### src/rtl/rcs_pkg.sv
// constants for the reset-cause and register-initialisation block
// assumes a single core clock; event inputs are one-cycle pulses from the core
package rcs_pkg;
    // ************************************************
    // register bus offsets
    // ************************************************
    localparam logic [7:0] ADDR_CAUSE = 8'h00;
    localparam logic [7:0] ADDR_STACK = 8'h01;
    localparam logic [7:0] ADDR_PC_LO = 8'h02;
    localparam logic [7:0] ADDR_PC_HI = 8'h03;
    localparam logic [7:0] ADDR_PC_UP = 8'h04;
    localparam logic [7:0] ADDR_INTC0 = 8'h05;
    localparam logic [7:0] ADDR_INTC2 = 8'h06;
    localparam logic [7:0] ADDR_INTC3 = 8'h07;
    localparam logic [7:0] ADDR_BANK = 8'h08;
    localparam logic [7:0] ADDR_TBLAT = 8'h09;
    localparam logic [7:0] ADDR_CTRL = 8'h0A;
    // ************************************************
    // cause register bit positions
    // ************************************************
    localparam int BIT_BROWN = 0;
    localparam int BIT_POR = 1;
    localparam int BIT_PDOWN = 2;
    localparam int BIT_WDTO = 3;
    localparam int BIT_RINST = 4;
    localparam int BIT_CFGM = 5;
    localparam int BIT_SUNF = 6;
    localparam int BIT_SFUL = 7;
    // ************************************************
    // reset values
    // ************************************************
    localparam logic [20:0] PC_RESET = 21'h000000;
    localparam logic [20:0] PC_STEP = 21'h000002;
    localparam logic [20:0] VEC_HIGH = 21'h000008;
    localparam logic [20:0] VEC_LOW = 21'h000018;
    localparam logic [7:0] INTC0_RST = 8'h00;
    localparam logic [7:0] INTC2_RST = 8'hFF;
    localparam logic [7:0] INTC3_RST = 8'hC0;
    localparam logic [4:0] SP_RST = 5'h00;
    localparam logic [7:0] CAUSE_POR_VAL = 8'h3C;
    localparam int CTRL_STKRST = 0;
    localparam int CTRL_GIE_HI = 1;
    localparam int CTRL_GIE_LO = 2;
    localparam logic [2:0] CTRL_RST = 3'h1;
    // power modes
    typedef enum logic [1:0] {MODE_FULL, MODE_RUN, MODE_IDLE, MODE_SLEEP} rcs_mode_t;
endpackage : rcs_pkg

### src/rtl/rcs_core.sv
// reset-cause recorder and core register reset-value logic
// assumes event pulses are one core_clk cycle and synchronous; power-on comes on rst
//
// Design decisions made here: the address-and-strobe port and the placing of the registers.
`timescale 1ns/100ps
module rcs_core
    import rcs_pkg::*;
(
    // clock and reset
    input wire logic core_clk,
    input wire logic rst,
    input wire logic clk_en,
    // events
    input wire logic brownout_evt,
    input wire logic reset_instr_evt,
    input wire logic config_mismatch_evt,
    input wire logic external_reset_pin_evt,
    input wire logic stack_full_evt,
    input wire logic stack_underflow_evt,
    input wire logic watchdog_evt,
    input wire logic int_wake_evt,
    input wire logic int_high_prio,
    input wire logic sleep_instr_evt,
    input wire logic watchdog_clear_instruction,
    input wire rcs_mode_t power_mode,
    input wire logic [20:0] cur_pc,
    // register bus
    input wire logic [7:0] bus_addr,
    input wire logic [7:0] bus_wdata,
    input wire logic bus_wr,
    input wire logic bus_rd,
    output logic [7:0] bus_rdata,
    // core outputs
    output logic [20:0] pc_load,
    output logic pc_load_valid,
    output logic core_reset,
    output logic [7:0] reset_cause_register,
    output logic stack_full_flag,
    output logic stack_underflow_flag
);
    // ************************************************
    // state
    // ************************************************
    typedef struct packed {
        logic [7:0] cause;
        logic [4:0] sp;
        logic [1:0] sp_top;
        logic [20:0] tos;
        logic [20:0] pc;
        logic [4:0] pclat_u;
        logic [7:0] pclat_h;
        logic [21:0] tblptr;
        logic [7:0] tblat;
        logic [3:0] bank;
        logic [7:0] intc0;
        logic [7:0] intc2;
        logic [7:0] intc3;
        logic [2:0] ctrl;
        logic pc_valid;
        logic hard;
        logic [7:0] rdata;
    } rcs_state_t;

    rcs_state_t st_r;
    rcs_state_t st_nxt;

    logic low_sleep;
    logic hard_evt;
    logic wdt_wake;
    logic gie;

    assign low_sleep = (power_mode == MODE_IDLE) || (power_mode == MODE_SLEEP);
    assign wdt_wake = watchdog_evt && low_sleep;
    assign hard_evt = brownout_evt || reset_instr_evt || config_mismatch_evt || external_reset_pin_evt
        || (watchdog_evt && !low_sleep)
        || (st_r.ctrl[CTRL_STKRST] && (stack_full_evt || stack_underflow_evt));
    assign gie = st_r.ctrl[CTRL_GIE_HI] || st_r.ctrl[CTRL_GIE_LO];

    // ************************************************
    // next state
    // ************************************************
    always_comb begin
        st_nxt = st_r;
        st_nxt.pc_valid = 1'b0;
        st_nxt.hard = 1'b0;
        st_nxt.rdata = 8'h00;
        // software writes; hardware events below win
        if (bus_wr) begin
            case (bus_addr)
                ADDR_CAUSE: st_nxt.cause[BIT_CFGM:BIT_BROWN] = bus_wdata[BIT_CFGM:BIT_BROWN];
                ADDR_STACK: begin
                    st_nxt.cause[BIT_SFUL] = bus_wdata[BIT_SFUL];
                    st_nxt.cause[BIT_SUNF] = bus_wdata[BIT_SUNF];
                    st_nxt.sp = bus_wdata[4:0];
                end
                ADDR_INTC0: st_nxt.intc0 = bus_wdata;
                ADDR_INTC2: st_nxt.intc2 = bus_wdata;
                ADDR_INTC3: st_nxt.intc3 = bus_wdata;
                ADDR_BANK: st_nxt.bank = bus_wdata[3:0];
                ADDR_TBLAT: st_nxt.tblat = bus_wdata;
                ADDR_CTRL: st_nxt.ctrl = bus_wdata[2:0];
                default: st_nxt.ctrl = st_r.ctrl;
            endcase
        end
        if (sleep_instr_evt) begin
            st_nxt.cause[BIT_PDOWN] = 1'b0;
            st_nxt.cause[BIT_WDTO] = 1'b1;
        end
        if (watchdog_clear_instruction) begin
            st_nxt.cause[BIT_PDOWN] = 1'b1;
            st_nxt.cause[BIT_WDTO] = 1'b1;
        end
        // flags change once, on the event cycle
        if (brownout_evt) begin
            st_nxt.cause[BIT_CFGM] = 1'b1;
            st_nxt.cause[BIT_RINST] = 1'b1;
            st_nxt.cause[BIT_WDTO] = 1'b1;
            st_nxt.cause[BIT_PDOWN] = 1'b1;
            st_nxt.cause[BIT_BROWN] = 1'b0;
        end
        if (reset_instr_evt) begin
            st_nxt.cause[BIT_RINST] = 1'b0;
        end
        if (config_mismatch_evt) begin
            st_nxt.cause[BIT_CFGM] = 1'b0;
        end
        if (external_reset_pin_evt && power_mode != MODE_FULL) begin
            st_nxt.cause[BIT_WDTO] = 1'b1;
            if (low_sleep) begin
                st_nxt.cause[BIT_PDOWN] = 1'b0;
            end
        end
        if (stack_full_evt && st_r.ctrl[CTRL_STKRST]) begin
            st_nxt.cause[BIT_SFUL] = 1'b1;
        end
        if (stack_underflow_evt) begin
            st_nxt.cause[BIT_SUNF] = 1'b1;
        end
        if (watchdog_evt) begin
            st_nxt.cause[BIT_WDTO] = 1'b0;
            if (low_sleep) begin
                st_nxt.cause[BIT_PDOWN] = 1'b0;
            end
        end
        if (int_wake_evt && power_mode != MODE_FULL && !hard_evt) begin
            st_nxt.cause[BIT_PDOWN] = 1'b0;
        end
        if (hard_evt) begin
            st_nxt.pc = PC_RESET;
            st_nxt.pc_valid = 1'b1;
            st_nxt.hard = 1'b1;
            st_nxt.tos = PC_RESET;
            st_nxt.sp = SP_RST;
            st_nxt.pclat_u = 5'h00;
            st_nxt.pclat_h = 8'h00;
            st_nxt.tblptr = 22'h000000;
            st_nxt.tblat = 8'h00;
            st_nxt.bank = 4'h0;
            st_nxt.intc0 = {INTC0_RST[7:1], st_r.intc0[0]};
            st_nxt.intc2 = INTC2_RST;
            st_nxt.intc3 = INTC3_RST;
            st_nxt.ctrl[CTRL_GIE_HI] = 1'b0;
            st_nxt.ctrl[CTRL_GIE_LO] = 1'b0;
        end else if (wdt_wake || (int_wake_evt && power_mode != MODE_FULL)) begin
            st_nxt.pc_valid = 1'b1;
            st_nxt.pc = 21'(cur_pc + PC_STEP);
            if (int_wake_evt && gie) begin
                st_nxt.tos = 21'(cur_pc + PC_STEP);
                // the pointer wraps silently; overflow is the stack logic's concern
                st_nxt.sp = 5'(st_r.sp + 5'h01);
                st_nxt.pc = int_high_prio ? VEC_HIGH : VEC_LOW;
            end
        end
        st_nxt.sp_top = {st_nxt.cause[BIT_SFUL], st_nxt.cause[BIT_SUNF]};
        if (bus_rd) begin
            case (bus_addr)
                ADDR_CAUSE: st_nxt.rdata = {2'b00, st_r.cause[BIT_CFGM:BIT_BROWN]};
                ADDR_STACK: st_nxt.rdata = {st_r.sp_top, 1'b0, st_r.sp};
                ADDR_PC_LO: st_nxt.rdata = st_r.pc[7:0];
                ADDR_PC_HI: st_nxt.rdata = st_r.pc[15:8];
                ADDR_PC_UP: st_nxt.rdata = {3'b000, st_r.pc[20:16]};
                ADDR_INTC0: st_nxt.rdata = st_r.intc0;
                ADDR_INTC2: st_nxt.rdata = st_r.intc2;
                ADDR_INTC3: st_nxt.rdata = st_r.intc3;
                ADDR_BANK: st_nxt.rdata = {4'h0, st_r.bank};
                ADDR_TBLAT: st_nxt.rdata = st_r.tblat;
                ADDR_CTRL: st_nxt.rdata = {5'h00, st_r.ctrl};
                default: st_nxt.rdata = 8'h00;
            endcase
        end
    end

    // ************************************************
    // registers
    // ************************************************
    // power-on values; unknown-content registers get zero here for determinism
    always_ff @(posedge core_clk or posedge rst) begin
        if (rst) begin
            st_r <= '0;
            st_r.cause <= CAUSE_POR_VAL;
            st_r.intc2 <= INTC2_RST;
            st_r.intc3 <= INTC3_RST;
            st_r.ctrl <= CTRL_RST;
        end else if (clk_en) begin
            st_r <= st_nxt;
        end
    end

    assign bus_rdata = st_r.rdata;
    assign pc_load = st_r.pc;
    assign pc_load_valid = st_r.pc_valid;
    assign core_reset = st_r.hard;
    assign reset_cause_register = {2'b00, st_r.cause[BIT_CFGM:BIT_BROWN]};
    assign stack_full_flag = st_r.cause[BIT_SFUL];
    assign stack_underflow_flag = st_r.cause[BIT_SUNF];
endmodule : rcs_core

### config.mk
export PLATFORM = sky130hd
export DESIGN_NAME = rcs_core
export DESIGN_NICKNAME = d
export VERILOG_FILES = /design/src/rtl/rcs_pkg.sv /design/src/rtl/rcs_core.sv
export SDC_FILE = /design/constraint.sdc
export NUM_CORES = 1
export LEC_CHECK = 0
export ABC_AREA = 1
export BUFFER_PORTS_ARGS = -buffer_cell sky130_fd_sc_hd__buf_2
export CORE_AREA = 3 3 140 142
export CTS_CLUSTER_DIAMETER = 200
export CTS_CLUSTER_SIZE = 8
export DETAILED_ROUTE_END_ITERATION = 10
export DIE_AREA = 0 0 143 145
export PLACE_DENSITY = 0.48
export RECOVER_POWER = 100
export SLEW_MARGIN = 15
export SYNTH_ARGS = -nofsm -noshare
export SYNTH_HDL_FRONTEND = slang
export SYNTH_SLANG_ARGS = --single-unit
### constraint.sdc
create_clock -name core_clk -period 2.8 [get_ports core_clk]
set_clock_uncertainty 0.05 [all_clocks]
set_input_delay 0.14 -clock core_clk [delete_from_list [all_inputs] [get_ports core_clk]]
set_output_delay 0.14 -clock core_clk [all_outputs]
set_load 0.01 [all_outputs]
==> results of run 1 <==
## worst min-delay path: cells and delay by family
family / cells / cell delay, ns
simple gates: 2 / 0.12
buf+inv: 1 / 0.10
## what timing repair did
| item | 4_1_cts | 5_1_grt |
|---|---|---|
| hold endpoints to repair | 32 | 0 |
| hold buffers | 3 | 0 |
| endpoints found under the setup margin | 0 | 0 |
## metrics by stage
| stage | hold WS (ns) | setup WS, ns |
|---|---|---|
| 3_5_place_dp | 0.2484 | 0.8205 |
| 6_report | 0.009690 | 0.5543 |
| 5_1_grt | 0.03647 | 0.3291 |
| 2_1_floorplan | 0.1924 | 0.4980 |
| 3_3_place_gp | 0.2472 | 0.8058 |
| 4_1_cts | 0.007641 | 0.7980 |
## how the worst max path moves through the flow
stage,to,slack (ns),startpoint,cells past startpoint
floorplan,bus_rdata[0],0.50,rst,1
global placement,pc_load[19],0.81,st_r[10],9
detailed placement,pc_load[15],0.82,st_r[10],9
CTS,pc_load[15],0.80,st_r[10],9
global route,st_r[45],0.33,st_r[10],9
finish,st_r[44],0.55,st_r[10],9
## registers in the layout, indices dropped and copies added, names as in the netlist
signal,count
st_r,44
pc_load,21
bus_rdata,8
reset_cause_register,6
core_reset,1
pc_load_valid,1
stack_full_flag,1
stack_underflow_flag,1
## where the power goes
group	switching, mW	leakage (nW)	internal (mW)
clock	0.486	0.146	0.698
combinational	0.208	1.79	0.0837
sequential	0.0181	1.09	1.23
## layout make-up
cell class | instances | area, µm² | area share [%]
tap | 234 | 292.8 | 4.932
inverter | 67 | 255.2 | 4.299
clock inverter | 1 | 5.005 | 0.08430
clock buffer | 15 | 287.8 | 4.847
sequential | 83 | 2096 | 35.30
multi-input combinational | 553 | 2506 | 42.21
timing repair buffer | 101 | 494.2 | 8.325
## layout by cell type, fill, tap and decap left out, types with 2 or more instances in the layout
cell,instances
sky130_fd_sc_hd__nand3b_1,5
sky130_fd_sc_hd__nand2_2,3
sky130_fd_sc_hd__clkbuf_16,9
sky130_fd_sc_hd__xor2_1,4
sky130_fd_sc_hd__nor2_1,74
sky130_fd_sc_hd__inv_1,61
sky130_fd_sc_hd__o211ai_1,5
sky130_fd_sc_hd__nor2_4,3
sky130_fd_sc_hd__ha_1,2
sky130_fd_sc_hd__nor2_2,6
sky130_fd_sc_hd__inv_2,4
sky130_fd_sc_hd__o21ai_0,40
sky130_fd_sc_hd__o21ai_1,3
sky130_fd_sc_hd__or2_2,2
sky130_fd_sc_hd__buf_4,2
sky130_fd_sc_hd__conb_1,2
sky130_fd_sc_hd__buf_2,57
sky130_fd_sc_hd__dfrtp_1,68
sky130_fd_sc_hd__clkbuf_1,39
sky130_fd_sc_hd__dfstp_1,5
sky130_fd_sc_hd__nand3_1,121
sky130_fd_sc_hd__nor3_1,8
sky130_fd_sc_hd__nand4_1,9
sky130_fd_sc_hd__a21oi_1,16
sky130_fd_sc_hd__nand2_1,239
sky130_fd_sc_hd__dlygate4sd3_1,3
sky130_fd_sc_hd__dfstp_2,10
sky130_fd_sc_hd__xnor2_1,2
sky130_fd_sc_hd__nor3_2,2
sky130_fd_sc_hd__clkbuf_8,4
sky130_fd_sc_hd__nor3b_1,2
## cells by family (layout without fill, tap and decap cells)
family,after synthesis,count (layout)
AND/OR/NAND/NOR,474,474
buffers and inverters,123,184
flip-flops,83,83
AO/OA/AOI/OAI,69,69
XOR/XNOR,6,6
adder cells (fa/ha/maj),2,2
other,1,2
## routing by layer
layer	vias up	GRT usage [%]	wire length, µm
met1	2312	24.53	8462
met5	-	0	0
met2	138	25.26	7617
li1	2528	-	-
met4	0	4.848	295
met3	22	2.604	786
==> results_dict.tcl, run 1 <==
set metrics [dict create \
    run_status "finished with violations" \
    failed_checks "max-capacitance violations, max-slew violations" \
    synth_commonest_cells "236 x sky130_fd_sc_hd__nand2_1, 120 x sky130_fd_sc_hd__nand3_1, 70 x sky130_fd_sc_hd__nor2_1, 68 x sky130_fd_sc_hd__dfrtp_1, 59 x sky130_fd_sc_hd__inv_1" \
    synth_top_family_by_area "simple AND/OR/NAND/NOR gates" \
    yosysTopAreaCell "sky130_fd_sc_hd__dfrtp_1" \
    crit_chain "nand2_1, nand3_1, nor2_4, nor2_1, inv_4, o21ai_0, inv_2, nand2_1, o21ai_0" \
    detail_route.drc_violations 0 \
    clock_sink_count 83 \
    clock_tree.htree_level_count 3 \
    setup_viol_count_final 0 \
    cts_tree "done" \
    worstRegToRegCells 9 \
    cts_post_setup_buffers_inserted 0 \
    synth_edf_count 0 \
    worstHoldEndpoint "stack_underflow_flag" \
    area_growth_syn_to_layout_pct 11.15 \
    min_delay_path_depth 3 \
    path_buf_inv 2 \
    synth_sequential_area_ratio_pct 39.24 \
    endpoint_kind "flip-flop" \
    placement_rows 50 \
    synth_simple_gate_area_share_pct 39.24 \
    synth_compound_gate_area_share_pct 7.613 \
    detail_route.vias_per_cell 4.744 \
    drtAntennaViolNets 0 \
    timing.critical_path.from_type "flip-flop" \
    cts_made_buffers 9 \
    grt_pass1_vias 4993 \
    finalHoldViolations 0 \
    maximum_number_of_pins_on_one_net_before_global_route_repair 58 \
    synth-adder-area-share_pct 0.4685 \
    design.portCount 96 \
    rsz0062_at_grt "false" \
    cp.arrival_ns 2.40 \
    peakVddDrop_v 0.0002470 \
    dp.cells 1035 \
    netlist_top_cells_area "sky130_fd_sc_hd__dfrtp_1 32%, sky130_fd_sc_hd__nand2_1 17%, sky130_fd_sc_hd__nand3_1 11%" \
    setup_tns_ns 0 \
    fin_crit_period_ns 2.246 \
    root_buffer "sky130_fd_sc_hd__clkbuf_16" \
    highest_clock_rate_ghz 0.4453 \
    routed-via-count 5000 \
    cts.reportedPaths.clkPinSlew_ns 0.06 \
    floorplan.die_area_mm2 0.02074 \
    worst_hold_path_class "in2reg" \
    num-nets-final 872 \
    timing.critical_path.slowest_cell_delay_ns 0.61 \
    slew_headroom_pct -26.78 \
    finalWeightedCongestion 0.8821 \
    muxShareOfSynthArea_pct 0 \
    final.fill_count 2082 \
    antenna_cells 0 \
    core_mm2 0.01858 \
    holdCritStartpoint "stack_underflow_evt" \
    async_reset_ff_share_pct 100.0 \
    power.static_leakage_nw 3.024 \
    pin_slew_with_the_least_headroom_to_its_limit_ns 1.891 \
    synth_warnings 0 \
    routed_wl_mm 17.16 \
    grt_overflow 0 \
    post_synth_instance_area_mm2 0.005341 \
    crit_family "simple AND/OR/NAND/NOR gates" \
    final_layout_size_suffix_gt1_share_pct 13.17 \
    synth.avg_cell_area_um2 7.047 \
    synth.most_common_cell "sky130_fd_sc_hd__nand2_1" \
    utilization_pct 31.95 \
    final_cell_count_no_fill 1054 \
    cts-root-to-sink-buffers 2 \
    max_cap_viol_count 1 \
    synth-seq-cells 83 \
    total_power_mw 2.722 \
    post_cts_resize_count 0 \
    placement.io_buffers 93 \
    grt_resource_usage_total_pct 16.70 \
    number_of_distinct_standard_cells_referenced_by_the_synthesized_netlist 38 \
    stdcell_area_mm2 0.005937 \
    worstPathMaxFanout 16 \
    timing.rr.start "st_r[10]" \
    worst_skew_pair_later_pin_latency_ns 0.35 \
    power_density_mw_per_mm2 458.4 \
    dr.pass1.iters 5 \
    netlist.area_leader.share_pct 31.86 \
    final.period_utilization_pct 80.20 \
    drt_iter0_drc 343 \
    critPathRequiredTime_ns 2.96 \
    netlist_instances 758 \
    floorplan.initialDensity_pct 28.75 \
    die_w_um 143 \
    critical_path_class "reg2reg" \
    ys.flop_type "sky130_fd_sc_hd__dfrtp_1" \
    drt-wirelength-per-cell_um 16.28 \
    timing.final.max_slew_violations 40 \
    antenna_found_initial 0 \
    synth_area_in_xor_xnor_pct 0.9838 \
    die_height_um 145 \
    placed_instance_area_mm2 0.005747 \
    crit_path_top_delay_cell "sky130_fd_sc_hd__dfstp_1" \
    hpwl_after_dpl_mm 13.28 \
    crit-reg2reg-capture "st_r[44]" \
    r2r_setup_slack_ns 0.55 \
    grt_first_pass_wirelength_mm 27.33 \
]
Note: power is estimated with default switching activity, not from simulation.
==> run 2: changes to the inputs <==
--- a/config.mk
+++ b/config.mk
@@ -12,7 +12,7 @@
 export CTS_CLUSTER_SIZE = 8
 export DETAILED_ROUTE_END_ITERATION = 10
 export DIE_AREA = 0 0 143 145
-export PLACE_DENSITY = 0.48
+export PLACE_DENSITY = 0.49
 export RECOVER_POWER = 100
 export SLEW_MARGIN = 15
 export SYNTH_ARGS = -nofsm -noshare
==> constraint.sdc (replaced) <==
create_clock -name core_clk -period 2 [get_ports core_clk]
set_clock_uncertainty 0.05 [all_clocks]
set_input_delay 0.1 -clock core_clk [delete_from_list [all_inputs] [get_ports core_clk]]
set_output_delay 0.1 -clock core_clk [all_outputs]
set_load 0.01 [all_outputs]
==> run 2 against run 1 <==
Compared with the run above: the flow now finishes without violations; flip-flop and latch count unchanged; first-iteration DRC count increased by 38%; total power increased by 42%; worst setup slack got worse by 0.40 ns; global-route usage increased by 0.58 points; worst hold slack improved by 0.0049 ns; clock power increased by 42%.
==> results_dict.tcl, run 2 (synthesized netlist as in run 1, its figures left out) <==
set metrics [dict create \
    core_mm2 0.01858 \
    critPathRequiredTime_ns 2.24 \
    layout.cells.most_common_list "238 x sky130_fd_sc_hd__nand2_1, 120 x sky130_fd_sc_hd__nand3_1, 72 x sky130_fd_sc_hd__nor2_1, 68 x sky130_fd_sc_hd__dfrtp_1, 59 x sky130_fd_sc_hd__inv_1" \
    finalWeightedCongestion 0.8926 \
    power.static_leakage_nw 3.117 \
    detail_route.drc_violations 0 \
    area_growth_syn_to_layout_pct 15.25 \
    antenna_cells 0 \
    clock_sink_count 83 \
    critical_path_class "in2reg" \
    endpoint_kind "flip-flop" \
    num-nets-final 896 \
    stdcell_area_mm2 0.006156 \
    pin_slew_with_the_least_headroom_to_its_limit_ns 1.064 \
    design.portCount 96 \
    clock_tree.htree_level_count 3 \
    worstPathMaxFanout 7 \
    grt_resource_usage_total_pct 17.28 \
    run_status "completed" \
    hold-worst-slack_ns 0.01463 \
    largest_register_ff_count 44 \
    cts_post_setup_buffers_inserted 0 \
    max_cap_viol_count 0 \
    peakVddDrop_v 0.0003068 \
    highest_clock_rate_ghz 0.5420 \
    fin_crit_period_ns 1.845 \
    routed-via-count 5090 \
    timing.critical_path.from_type "input pin" \
    finalHoldViolations 0 \
    cts_tree "done" \
    setup_viol_count_final 0 \
    grt_overflow 0 \
    drt_iter0_drc 475 \
    placement.io_buffers 93 \
    floorplan.die_area_mm2 0.02074 \
    power_density_mw_per_mm2 626.9 \
    cp.arrival_ns 2.08 \
    maximum_number_of_pins_on_one_net_before_global_route_repair 58 \
    cts-root-to-sink-buffers 2 \
    dr.pass1.iters 6 \
    cts.reportedPaths.clkPinSlew_ns 0.06 \
    dp.cells 1047 \
    die_w_um 143 \
    top_register "st_r" \
    r2r_setup_slack_ns 0.21 \
    die_height_um 145 \
    root_buffer "sky130_fd_sc_hd__clkbuf_16" \
    slew_headroom_pct 28.65 \
    routed_wl_mm 17.45 \
    detail_route.vias_per_cell 4.722 \
    hpwl_after_dpl_mm 13.45 \
    final_layout_size_suffix_gt1_share_pct 15.17 \
    antenna_found_initial 0 \
    cts_made_buffers 9 \
    floorplan.initialDensity_pct 28.75 \
    rsz0062_at_grt "false" \
    timing.final.max_slew_violations 0 \
    layout.cells.most_common "sky130_fd_sc_hd__nand2_1" \
    grt_pass1_vias 5039 \
    drtAntennaViolNets 0 \
    final_cell_count_no_fill 1078 \
    final.period_utilization_pct 92.26 \
    placement_rows 50 \
    worst_skew_pair_later_pin_latency_ns 0.34 \
    drt-wirelength-per-cell_um 16.19 \
    worst_hold_path_class "in2reg" \
    placed_instance_area_mm2 0.005852 \
    grt_first_pass_wirelength_mm 27.94 \
    setup_tns_ns 0 \
]
==> run 2: changes by cell type in the layout (fill, tap and decap cells not counted), sizes merged <==
cell | before | now
buf | 60 | 63
clkbuf | 53 | 62
dlygate4sd3 | 3 | 15
==> run 2: critical path, stage by stage <==
cell	delay (ns)
sky130_fd_sc_hd__dlygate4sd3_1	0.53
sky130_fd_sc_hd__clkbuf_1	0.12
sky130_fd_sc_hd__nor2_2	0.18
sky130_fd_sc_hd__nand3_2	0.11
sky130_fd_sc_hd__nor2_4	0.18
sky130_fd_sc_hd__inv_1	0.20
sky130_fd_sc_hd__nor2_1	0.28
sky130_fd_sc_hd__clkbuf_4	0.21
sky130_fd_sc_hd__nand3_1	0.08
sky130_fd_sc_hd__nand2_1	0.07
==> run 2: area by class of cell <==
type / count / area (µm²)
fill: 2082 / 12420
multi-input combinational: 553 / 2535
sequential: 83 / 2096
timing repair buffer: 125 / 681.9
tap: 234 / 292.8
clock buffer: 15 / 287.8
inverter: 67 / 257.7
clock inverter: 1 / 5.005
==> run 2: layer usage <==
| layer | GRT usage (%) | vias to the layer above | routed length [µm] |
|---|---|---|---|
| met2 | 24.77 | 133 | 7515 |
| met1 | 25.69 | 2343 | 8669 |
| met5 | 0 | - | 0 |
| met3 | 3.065 | 35 | 788 |
| met4 | 6.559 | 0 | 478 |
| li1 | - | 2579 | - |
==> run 2: worst paths after layout <==
check                      depth (start not counted)            start                       to
setup / recovery                                  10  reset_instr_evt                 st_r[31]
hold / removal                                     4     watchdog_evt  reset_cause_register[3]
setup reg to reg                                   8         st_r[10]                 st_r[24]
hold reg to reg                                    2     bus_rdata[1]             bus_rdata[1]
max in group asynchronous                          4              rst                 st_r[10]
min in group asynchronous                          3              rst              pc_load[19]
==> run 2: timing repair <==
item | 4_1_cts | 5_1_grt
hold buffers | 15 | 0
resized for setup | 0 | 2
hold endpoints to repair | 31 | 0
endpoints found under the setup margin | 0 | 19
==> run 2: per-stage QoR <==
stage	power, mW	setup WS, ns	utilization [%]
after floorplan	2.038	0.4860	-
after global placement	2.218	0.3097	31.49
after detailed placement	2.217	0.2384	31.49
after CTS	3.917	0.1033	33.88
after global routing	4.028	0.005461	33.13
final	3.859	0.1549	33.13
==> run 2: power by group <==
part	switching [mW]	total, mW	leakage [nW]	internal, mW
Combinational	0.305	0.441	1.88	0.136
Clock	0.696	1.67	0.146	0.978
Sequential	0.0235	1.74	1.09	1.72
Total	1.02	3.86	3.12	2.83
